### config.mk
export PLATFORM = sky130hd
export DESIGN_NAME = pfs_top
export DESIGN_NICKNAME = d
export VERILOG_FILES = /design/src/pfs_pkg.sv /design/src/pfs_top.sv /design/src/pfs_fault_sel.sv
export VERILOG_INCLUDE_DIRS = /design/src /design/src/src
export SDC_FILE = /design/constraint.sdc
export NUM_CORES = 1
export LEC_CHECK = 0
export BUFFER_PORTS_ARGS = -buffer_cell sky130_fd_sc_hd__buf_2
export CAP_MARGIN = 20
export CORE_UTILIZATION = 33
export DETAILED_ROUTE_END_ITERATION = 7
export SKIP_CTS_REPAIR_TIMING = 1
export SLEW_MARGIN = 20
export SYNTH_ARGS = -nofsm -noshare
export SYNTH_HDL_FRONTEND = slang
export SYNTH_SLANG_ARGS = --single-unit
### constraint.sdc
create_clock -name clk -period 2.7 [get_ports clk]
set_clock_uncertainty 0.1 [all_clocks]
set_input_delay 0.54 -clock clk [delete_from_list [all_inputs] [get_ports clk]]
set_output_delay 0.54 -clock clk [all_outputs]
set_load 0.02 [all_outputs]
### src/pfs_cfg.svh
// Register map, field positions, reset values and bus widths for the fault/trigger block
`ifndef PFS_CFG_SVH
`define PFS_CFG_SVH

// Bus widths
`define PFS_ADDR_W        5
`define PFS_DATA_W        32
`define PFS_REG_W         16

// Register byte offsets
`define PFS_OFS_FLT_CTRL  5'h00
`define PFS_OFS_SEC_CMP   5'h04
`define PFS_OFS_FDAT      5'h08
`define PFS_OFS_STATUS    5'h0C
`define PFS_OFS_PERIOD    5'h10
`define PFS_OFS_TB_CTRL   5'h14

// Fault control fields
`define PFS_SRC_HI        7
`define PFS_SRC_LO        3
`define PFS_POL_BIT       2
`define PFS_MODE_HI       1
`define PFS_MODE_LO       0

// Fault source codes
`define PFS_SRC_FLT_FIRST 5'h01
`define PFS_SRC_FLT_LAST  5'h08
`define PFS_SRC_CMP1      5'h0D
`define PFS_SRC_CMP2      5'h0E

// Fault response mode codes
`define PFS_MODE_LATCH    2'h0
`define PFS_MODE_CYCLE    2'h1
`define PFS_MODE_RSVD     2'h2
`define PFS_MODE_OFF      2'h3

// Secondary trigger compare field
`define PFS_SCMP_HI       15
`define PFS_SCMP_LO       3
`define PFS_SCMP_W        13

// Fault output data fields
`define PFS_FDAT_HIGH     1
`define PFS_FDAT_LOW      0

// Status fields (bit 0 is write-one-to-clear)
`define PFS_ST_LATCHED    0
`define PFS_ST_OVERRIDE   1
`define PFS_ST_ACTIVE     2

// Time base control fields
`define PFS_TB_ENABLE     15
`define PFS_TB_LOCAL      0

// Reset values
`define PFS_RST_REG       16'h0000
`define PFS_RST_PERIOD    16'hFFFF

`endif

### src/pfs_pkg.sv
// Types shared by the fault select and secondary trigger block
`default_nettype none
package pfs_pkg;
   // Fault response mode as held in the control register
   typedef enum logic [1:0] {
      PFS_LATCHED,
      PFS_CYCLE,
      PFS_RESERVED,
      PFS_DISABLED
   } pfs_mode_e;
   // One 16-bit register word
   typedef logic [15:0] pfs_reg_t;
endpackage : pfs_pkg
`default_nettype wire

### src/pfs_top.sv
// PWM generator fault select, fault override and secondary ADC trigger with Avalon-MM registers
//
// What this block does
// - Source codes 1 to 8 pick fault pins
// - Codes 13 and 14 pick comparators
// - Polarity one means active low source
// - Mode 11 ignores fault; 10 reserved
// - Mode 01 overrides outputs cycle by cycle
// - Mode 00 overrides outputs and latches
// - 13-bit compare in 15:3 triggers ADC
// - Compare bits 2:0 read as zero
// - Compare match never raises PWM interrupt
//
// Added by the designer: register access over Avalon-MM and the register addresses.
`include "pfs_cfg.svh"
`default_nettype none
module pfs_top
   import pfs_pkg::*;
(
   input  wire logic        clk,
   input  wire logic        resetn,
   // Avalon-MM slave
   input  wire logic [4:0]  address,
   input  wire logic        read,
   input  wire logic        write,
   input  wire logic [31:0] writedata,
   input  wire logic [3:0]  byteenable,
   output logic      [31:0] readdata,
   output logic             waitrequest,
   // Fault sources
   input  wire logic [7:0]  fault_pin,
   input  wire logic        comparator1,
   input  wire logic        comparator2,
   // Generator outputs before the fault override
   input  wire logic        pwm_high_in,
   input  wire logic        pwm_low_in,
   // Overridden outputs and ADC trigger
   output logic             pwm_high_output,
   output logic             pwm_low_output,
   output logic             adc_trigger
);

   // Register map, byte offsets on the Avalon-MM side:
   //   0x00 fault control: source in 7:3, polarity in 2, mode in 1:0
   //   0x04 secondary compare: value in 15:3, bits 2:0 read zero
   //   0x08 fault levels: high output level in 1, low in 0
   //   0x0C status: latched in 0 (write one clears), override in 1,
   //        fault active in 2; bits 1 and 2 are read only
   //   0x10 local period, counter runs 0 to period inclusive
   //   0x14 time base: module enable in 15, local time base in 0
   // Only byte lanes 0 and 1 are used; lanes 2 and 3 are ignored and
   // the upper half of every read is zero.
   //
   // Latency through the fault path, in clock edges after the pin moves:
   //   edge 1 registers the polarity-corrected level,
   //   edge 2 sets the override flag,
   //   edge 3 puts the fault levels on the outputs.
   // The extra flop on the source costs a cycle but keeps the wide
   // source mux out of the path to the output flops.
   //
   // Cycle-by-cycle release waits for a period boundary, so a short
   // fault pulse still blanks the rest of that period.
   // With the module disabled there is no boundary, so a cycle override
   // stays until the mode is changed; software must re-enable the module.
   //
   // The latch keeps its state across a mode change on purpose: a trip
   // stays visible in status until software acknowledges it.
   //
   // Reset leaves mode 00 with source 00000; the reserved source never
   // signals a fault, so the latch cannot set until a source is chosen.
   //
   // Software should stop the module before it changes the polarity:
   // the registered level flips at once and may look like a new fault.

   // Register storage
   pfs_reg_t   fault_limit_control_r;        // Source, polarity, mode
   logic [12:0] secondary_compare_value_r;   // Compare bits 15:3
   logic [1:0] fault_output_values_r;        // High and low fault levels
   pfs_reg_t   period_r;                     // Local time base period
   pfs_reg_t   pwm_time_base_control_r;      // Enable and local select
   pfs_reg_t   tb_cnt_r;                     // Local time base counter

   // Fault state
   logic       fault_active;                 // Registered, polarity applied
   logic       cycle_override_r;             // Cycle-by-cycle override
   logic       latched_r;                    // Latched override
   logic       override;                     // Either override in force

   // Bus state
   logic       wait_r;                       // Drives waitrequest
   logic [31:0] readdata_r;                  // Read data holding flop
   logic       req;                          // Master is requesting
   logic       wr_take;                      // Write takes effect this edge
   logic       rd_load;                      // Read data loaded this edge
   logic [31:0] rd_mux;                      // Read data before the flop

   // Output flops
   logic       pwm_high_r;
   logic       pwm_low_r;
   logic       adc_trigger_r;

   // Decoded fields
   logic [4:0] fault_source_select;
   logic       fault_polarity;
   pfs_mode_e  fault_response_mode;
   logic       pwm_module_enable;
   logic       local_time_base;
   logic       boundary;                     // End of a local period
   logic       clear_latch;                  // Software write-one-to-clear

   // Field extraction
   assign fault_source_select = fault_limit_control_r[`PFS_SRC_HI:`PFS_SRC_LO];
   assign fault_polarity      = fault_limit_control_r[`PFS_POL_BIT];
   assign fault_response_mode = pfs_mode_e'(fault_limit_control_r[`PFS_MODE_HI:`PFS_MODE_LO]);
   assign pwm_module_enable   = pwm_time_base_control_r[`PFS_TB_ENABLE];
   assign local_time_base     = pwm_time_base_control_r[`PFS_TB_LOCAL];

   // Bus handshake terms
   assign req     = read | write;
   assign wr_take = write & ~wait_r;
   assign rd_load = read & wait_r;

   // Avalon outputs come straight from flops
   assign readdata    = readdata_r;
   assign waitrequest = wait_r;

   // Block outputs come straight from flops
   assign pwm_high_output = pwm_high_r;
   assign pwm_low_output  = pwm_low_r;
   assign adc_trigger     = adc_trigger_r;

   // Source selection and polarity live in the leaf
   pfs_fault_sel u_sel (
      .clk                 (clk),
      .resetn              (resetn),
      .fault_pin           (fault_pin),
      .comparator1         (comparator1),
      .comparator2         (comparator2),
      .fault_source_select (fault_source_select),
      .fault_polarity      (fault_polarity),
      .active_r            (fault_active)
   );

   // One wait state per access: waitrequest drops for one cycle
   // after a request is seen, then rises again, so every access
   // takes exactly two edges and read data can be registered.
   always_ff @(posedge clk)
   begin
      if (!resetn)
         wait_r <= 1'b1;
      else
         wait_r <= ~(req & wait_r);
   end

   // Read data mux; unmapped offsets read as zero
   always_comb
   begin
      rd_mux = 32'h0000_0000;
      unique case (address)
         `PFS_OFS_FLT_CTRL:
            rd_mux[15:0] = fault_limit_control_r;
         `PFS_OFS_SEC_CMP:
            rd_mux[15:0] = {secondary_compare_value_r, 3'h0};
         `PFS_OFS_FDAT:
            rd_mux[1:0] = fault_output_values_r;
         `PFS_OFS_STATUS:
         begin
            rd_mux[`PFS_ST_LATCHED]  = latched_r;
            rd_mux[`PFS_ST_OVERRIDE] = override;
            rd_mux[`PFS_ST_ACTIVE]   = fault_active;
         end
         `PFS_OFS_PERIOD:
            rd_mux[15:0] = period_r;
         `PFS_OFS_TB_CTRL:
            rd_mux[15:0] = pwm_time_base_control_r;
         default:
            rd_mux = 32'h0000_0000;
      endcase
   end

   // Read data is loaded as waitrequest falls and held until the
   // next read, so it stands at the edge where the master samples it
   always_ff @(posedge clk)
   begin
      if (!resetn)
         readdata_r <= 32'h0000_0000;
      else if (rd_load)
         readdata_r <= rd_mux;
   end

   // Fault control register, byte-lane writes
   always_ff @(posedge clk)
   begin
      if (!resetn)
         fault_limit_control_r <= `PFS_RST_REG;
      else if (wr_take && address == `PFS_OFS_FLT_CTRL)
      begin
         // Upper byte holds no implemented field here
         if (byteenable[0])
            fault_limit_control_r[7:0] <= writedata[7:0];
      end
   end

   // Secondary compare; bits 2:0 are not stored at all
   always_ff @(posedge clk)
   begin
      if (!resetn)
         secondary_compare_value_r <= 13'h0000;
      else if (wr_take && address == `PFS_OFS_SEC_CMP)
      begin
         if (byteenable[0])
            secondary_compare_value_r[4:0] <= writedata[7:3];
         if (byteenable[1])
            secondary_compare_value_r[12:5] <= writedata[15:8];
      end
   end

   // Fault output levels
   always_ff @(posedge clk)
   begin
      if (!resetn)
         fault_output_values_r <= 2'h0;
      else if (wr_take && address == `PFS_OFS_FDAT && byteenable[0])
         fault_output_values_r <= writedata[1:0];
   end

   // Period register, resets to full range so the counter wraps
   always_ff @(posedge clk)
   begin
      if (!resetn)
         period_r <= `PFS_RST_PERIOD;
      else if (wr_take && address == `PFS_OFS_PERIOD)
      begin
         if (byteenable[0])
            period_r[7:0] <= writedata[7:0];
         if (byteenable[1])
            period_r[15:8] <= writedata[15:8];
      end
   end

   // Time base control; only the enable and local select exist
   always_ff @(posedge clk)
   begin
      if (!resetn)
         pwm_time_base_control_r <= `PFS_RST_REG;
      else if (wr_take && address == `PFS_OFS_TB_CTRL)
      begin
         if (byteenable[0])
            pwm_time_base_control_r[`PFS_TB_LOCAL] <= writedata[`PFS_TB_LOCAL];
         if (byteenable[1])
            pwm_time_base_control_r[`PFS_TB_ENABLE] <= writedata[`PFS_TB_ENABLE];
      end
   end

   // Software clears the latch by writing one to status bit 0
   assign clear_latch = wr_take && address == `PFS_OFS_STATUS &&
                        byteenable[0] && writedata[`PFS_ST_LATCHED];

   // Local time base counter; stops and clears while disabled
   always_ff @(posedge clk)
   begin
      if (!resetn)
         tb_cnt_r <= 16'h0000;
      else if (!pwm_module_enable || boundary)
         tb_cnt_r <= 16'h0000;
      else
         tb_cnt_r <= tb_cnt_r + 16'h0001;
   end

   // Period boundary marks the last count of a period
   assign boundary = pwm_module_enable && (tb_cnt_r == period_r);

   // Cycle-by-cycle override: set by an active fault, released at
   // a boundary with the fault gone, or when the mode leaves 01. Set wins over the boundary release; leaving 01 wins over set.
   always_ff @(posedge clk)
   begin
      if (!resetn)
         cycle_override_r <= 1'b0;
      else if (fault_response_mode != PFS_CYCLE)
         cycle_override_r <= 1'b0;
      else if (fault_active)
         cycle_override_r <= 1'b1;
      else if (boundary)
         cycle_override_r <= 1'b0;
   end

   // Latched override: held until software clears it; a fault still
   // present in the clearing cycle wins, so no event is lost.
   always_ff @(posedge clk)
   begin
      if (!resetn)
         latched_r <= 1'b0;
      else if (fault_response_mode == PFS_LATCHED && fault_active)
         latched_r <= 1'b1;
      else if (clear_latch)
         latched_r <= 1'b0;
   end

   // Disabled and reserved modes take neither path above; a latch set
   // earlier still needs its clear, which keeps a trip visible.
   always_comb
   begin
      unique case (fault_response_mode)
         PFS_LATCHED:  override = latched_r;
         PFS_CYCLE:    override = cycle_override_r | latched_r;
         PFS_RESERVED: override = latched_r;
         PFS_DISABLED: override = latched_r;
      endcase
   end

   // Output stage: fault levels replace generator levels when forced
   always_ff @(posedge clk)
   begin
      if (!resetn)
      begin
         pwm_high_r <= 1'b0;
         pwm_low_r  <= 1'b0;
      end
      else if (override)
      begin
         pwm_high_r <= fault_output_values_r[`PFS_FDAT_HIGH];
         pwm_low_r  <= fault_output_values_r[`PFS_FDAT_LOW];
      end
      else
      begin
         pwm_high_r <= pwm_high_in;
         pwm_low_r  <= pwm_low_in;
      end
   end

   // Secondary compare match goes to the ADC only; no interrupt path
   // exists, so a match can never be seen as a PWM trigger interrupt.
   always_ff @(posedge clk)
   begin
      if (!resetn)
         adc_trigger_r <= 1'b0;
      else
         adc_trigger_r <= pwm_module_enable && local_time_base &&
                          (tb_cnt_r == {secondary_compare_value_r, 3'h0});
   end

endmodule : pfs_top
`default_nettype wire

### src/pfs_fault_sel.sv
// Fault source multiplexer with polarity, registered active flag
`include "pfs_cfg.svh"
`default_nettype none
module pfs_fault_sel
   import pfs_pkg::*;
(
   input  wire logic       clk,
   input  wire logic       resetn,
   input  wire logic [7:0] fault_pin,
   input  wire logic       comparator1,
   input  wire logic       comparator2,
   input  wire logic [4:0] fault_source_select,
   input  wire logic       fault_polarity,
   output logic            active_r
);
   logic raw;       // Level of the chosen source
   logic valid;     // Code names a real source
   logic [4:0] idx; // Fault pin index

   // Source decode; reserved codes never signal a fault
   always_comb
   begin
      idx   = fault_source_select - 5'h01;
      raw   = 1'b0;
      valid = 1'b0;
      if (fault_source_select >= `PFS_SRC_FLT_FIRST &&
          fault_source_select <= `PFS_SRC_FLT_LAST)
      begin
         raw   = fault_pin[idx[2:0]];
         valid = 1'b1;
      end
      else if (fault_source_select == `PFS_SRC_CMP1)
      begin
         raw   = comparator1;
         valid = 1'b1;
      end
      else if (fault_source_select == `PFS_SRC_CMP2)
      begin
         raw   = comparator2;
         valid = 1'b1;
      end
   end

   // Polarity applied before registering, so a change shows next cycle
   always_ff @(posedge clk)
   begin
      if (!resetn)
         active_r <= 1'b0;
      else
         active_r <= valid & (raw ^ fault_polarity);
   end
endmodule : pfs_fault_sel
`default_nettype wire

==> out/summary.txt <==
All-Layer GR Usage: 15.37%
Total gr overflow: 0
Final net count: 544
Dpl hpwl: 7054 µm
CP max FO: 7
Arrival time worst endpoint: 2.03 ns
Sequential-to-total area share from yosys stat: 38.68%
Max Cap Violations: 0
Area of the multi-input gates: 0.002326 mm²
Netlist Area Pre-Place: 0.004140 mm²
Clock slew at reported path FFs: 0.06 ns
Placeable Area: 0.01211 mm²
Layout cells sized above 1: 18.69%
Required @ worst endpoint: 2.81 ns
Comb pwr share: 6.7%
Clock sinks: 80
Die ar.: 0.01300 mm²
DRT iter0 DRCs: 212
Sw Share: 22.06%
CP endpoint kind: flip-flop
Ys Warns: 0
Post-Route WL: 9392 µm
Pwr dens: 536.4 mW/mm²
FP Rows: 40
P&R area growth vs syn: 16.86%
Setup_tns: 0 ns
Ys flop type: dfxtp_1
RSZ-0062 raised after global routing: no
Top-Level Pins: 93
Final period utilization: 70.96%
TritonCTS Buffers: 9
Status: completed
Leakage: 1.810 nW
Avg Inst Size Synth: 9.606 µm²
Post-detailed-route wirelength per cell: 14.34 µm
Most frequent cells in the layout: dfxtp_1 (80), buf_2 (58), mux2i_1 (53)
Filler cells: 1241
Post-synthesis instance total: 431
N_diodes: 0
ANT nets after route: 0
Post-synthesis async set-or-reset flop share: 0%
Reg2reg path depth: 6
Skew-Pair Late Insertion Delay: 0.34 ns
Internal: 2.023 mW
Root Buffer: clkbuf_16
Initial antenna violation count: 0
Number of global-route vias before repair: 3019
CTS max path bufs: 2
Die Span Y: 114.0 µm
Worst Hold Depth: 2
Slew margin rel.: 60.64%
Initial Utilization: 34.18%
Seq pwr share: 46.0%
Slew of the pin with the lowest slew margin: 0.5892 ns
Synth Register Bits: 80
Die width: 114.0 µm
Vias/cell: 4.811
IO Port Bufs: 58
Setup CP Type: reg -> reg
First-pass GRT wire length: 15370 µm
GP Congestion: 0.8085
Endpoints failing hold: 0
NetSw: 0.5724 mW
Via count: 3151
EDFF count, synth: 0
Drt pass-1 iters: 4
Max-slew violations: 0
Worst hold path class: in -> reg
Commonest non-fill, non-tap cell in the layout: dfxtp_1
Crit start category: flip-flop
Yosys cell types: 53
# setup viols final: 0
DR DRC count: 0
Max H-tree Level: 3
Final core utilization: 39.95%
Largest net degree at the start of global routing: 47
Worst IR Drop VDD: 0.2810 mV
Storage cell area: 0.001602 mm²
Tmin final: 1.916 ns
F_max: 522.0 MHz
Clock power frac: 47.3%
CTS tree: done
-- flip-flops by register name, indices dropped and copies added (netlist names), 2 cells and up --
name / flops
fault_limit_control_r: 8
fault_output_values_r: 2
period_r: 16
pwm_time_base_control_r: 2
readdata: 16
secondary_compare_value_r: 13
tb_cnt_r: 16
-- synthesized netlist by cell type, drive strengths merged, types with 5 or more instances --
| library cell | count | area, µm² |
|---|---|---|
| nor2b | 44 | 275.3 |
| dfxtp | 80 | 1602 |
| xor2 | 11 | 96.34 |
| nand3 | 9 | 45.04 |
| o2bb2ai | 5 | 43.79 |
| a22oi | 13 | 97.59 |
| nor3 | 24 | 158.9 |
| xnor2 | 31 | 271.5 |
| o21ai | 5 | 25.02 |
| a22o | 8 | 70.07 |
| mux2i | 53 | 530.5 |
| nand2 | 28 | 105.1 |
| ha | 5 | 62.56 |
| nand4 | 10 | 62.56 |
| inv | 7 | 26.28 |
| clkbuf | 23 | 86.33 |
| buf | 21 | 156.4 |
-- cell type report --
type                            count  area share (%)
Multi-Input combinational cell    315           48.07
Sequential cell                    80           33.10
Timing Repair Buffer               69           7.706
Clock buffer                       14           5.456
Tap cell                          168           4.344
Clock inverter                      2          0.7758
Inverter                            7          0.5431
-- power by group through the flow --
stage               sequential, mW  clock (mW)  combinational, mW
floorplan                     1.23           0              0.119
global placement              1.22           0              0.171
detailed placement            1.22           0              0.173
CTS                           1.19        1.26              0.174
global route                  1.19        1.30              0.189
finish                        1.19        1.23              0.173
-- layer usage --
metal	vias to the layer above	track usage [%]	part of all wire, %
li1	1601	-	-
met1	1469	19.85	49
met2	68	24.65	45
met3	13	3.826	3.7
met4	0	5.887	1.9
met5	-	0	0
-- cell families after synthesis --
| logic type | after synthesis | share of synthesized area (%) |
|---|---|---|
| AOI/OAI and AO/OA | 53 | 9.580 |
| muxes | 56 | 14.17 |
| xor gates and xnor gates | 42 | 8.885 |
| DFF | 80 | 38.68 |
| adders and majority gates | 5 | 1.511 |
| buffers and inverters | 51 | 6.497 |
| other | 1 | 0.09057 |
| and+or+nand+nor | 143 | 20.58 |
-- critical path, stage by stage, from the launching register on --
cell and delay, ns:
dfxtp_1 0.51, inv_1 0.12, ha_1 0.33, mux4_2 0.28
mux2i_1 0.20, xor2_1 0.16, o22ai_1 0.08
-- final timing paths --
check | from | end | slack, ns
worst min-delay path | write | waitrequest | 0.33
worst min register to register | waitrequest | waitrequest | 0.37
worst max-delay path | fault_limit_control_r[3] | u_sel.active_r | 0.78
worst max register to register | fault_limit_control_r[3] | u_sel.active_r | 0.78
-- per-stage QoR --
| stage | area [µm²] | hold slack (ns) | power [mW] | worst slack (ns) | cells |
|---|---|---|---|---|---|
| 4_1_cts | 4838 | 0.3228 | 2.627 | 0.7627 | 655 |
| 3_5_place_dp | 4537 | 0.3564 | 1.393 | 0.5493 | 639 |
| 2_1_floorplan | 4197 | 0.3586 | 1.348 | 0.6073 | 446 |
| 6_report | 4838 | 0.3307 | 2.595 | 0.7842 | 655 |
| 5_1_grt | 4838 | 0.3323 | 2.688 | 0.6565 | 655 |
| 3_3_place_gp | 4537 | 0.3364 | 1.391 | 0.5739 | 639 |
Note: power is estimated with default switching activity, not from simulation.
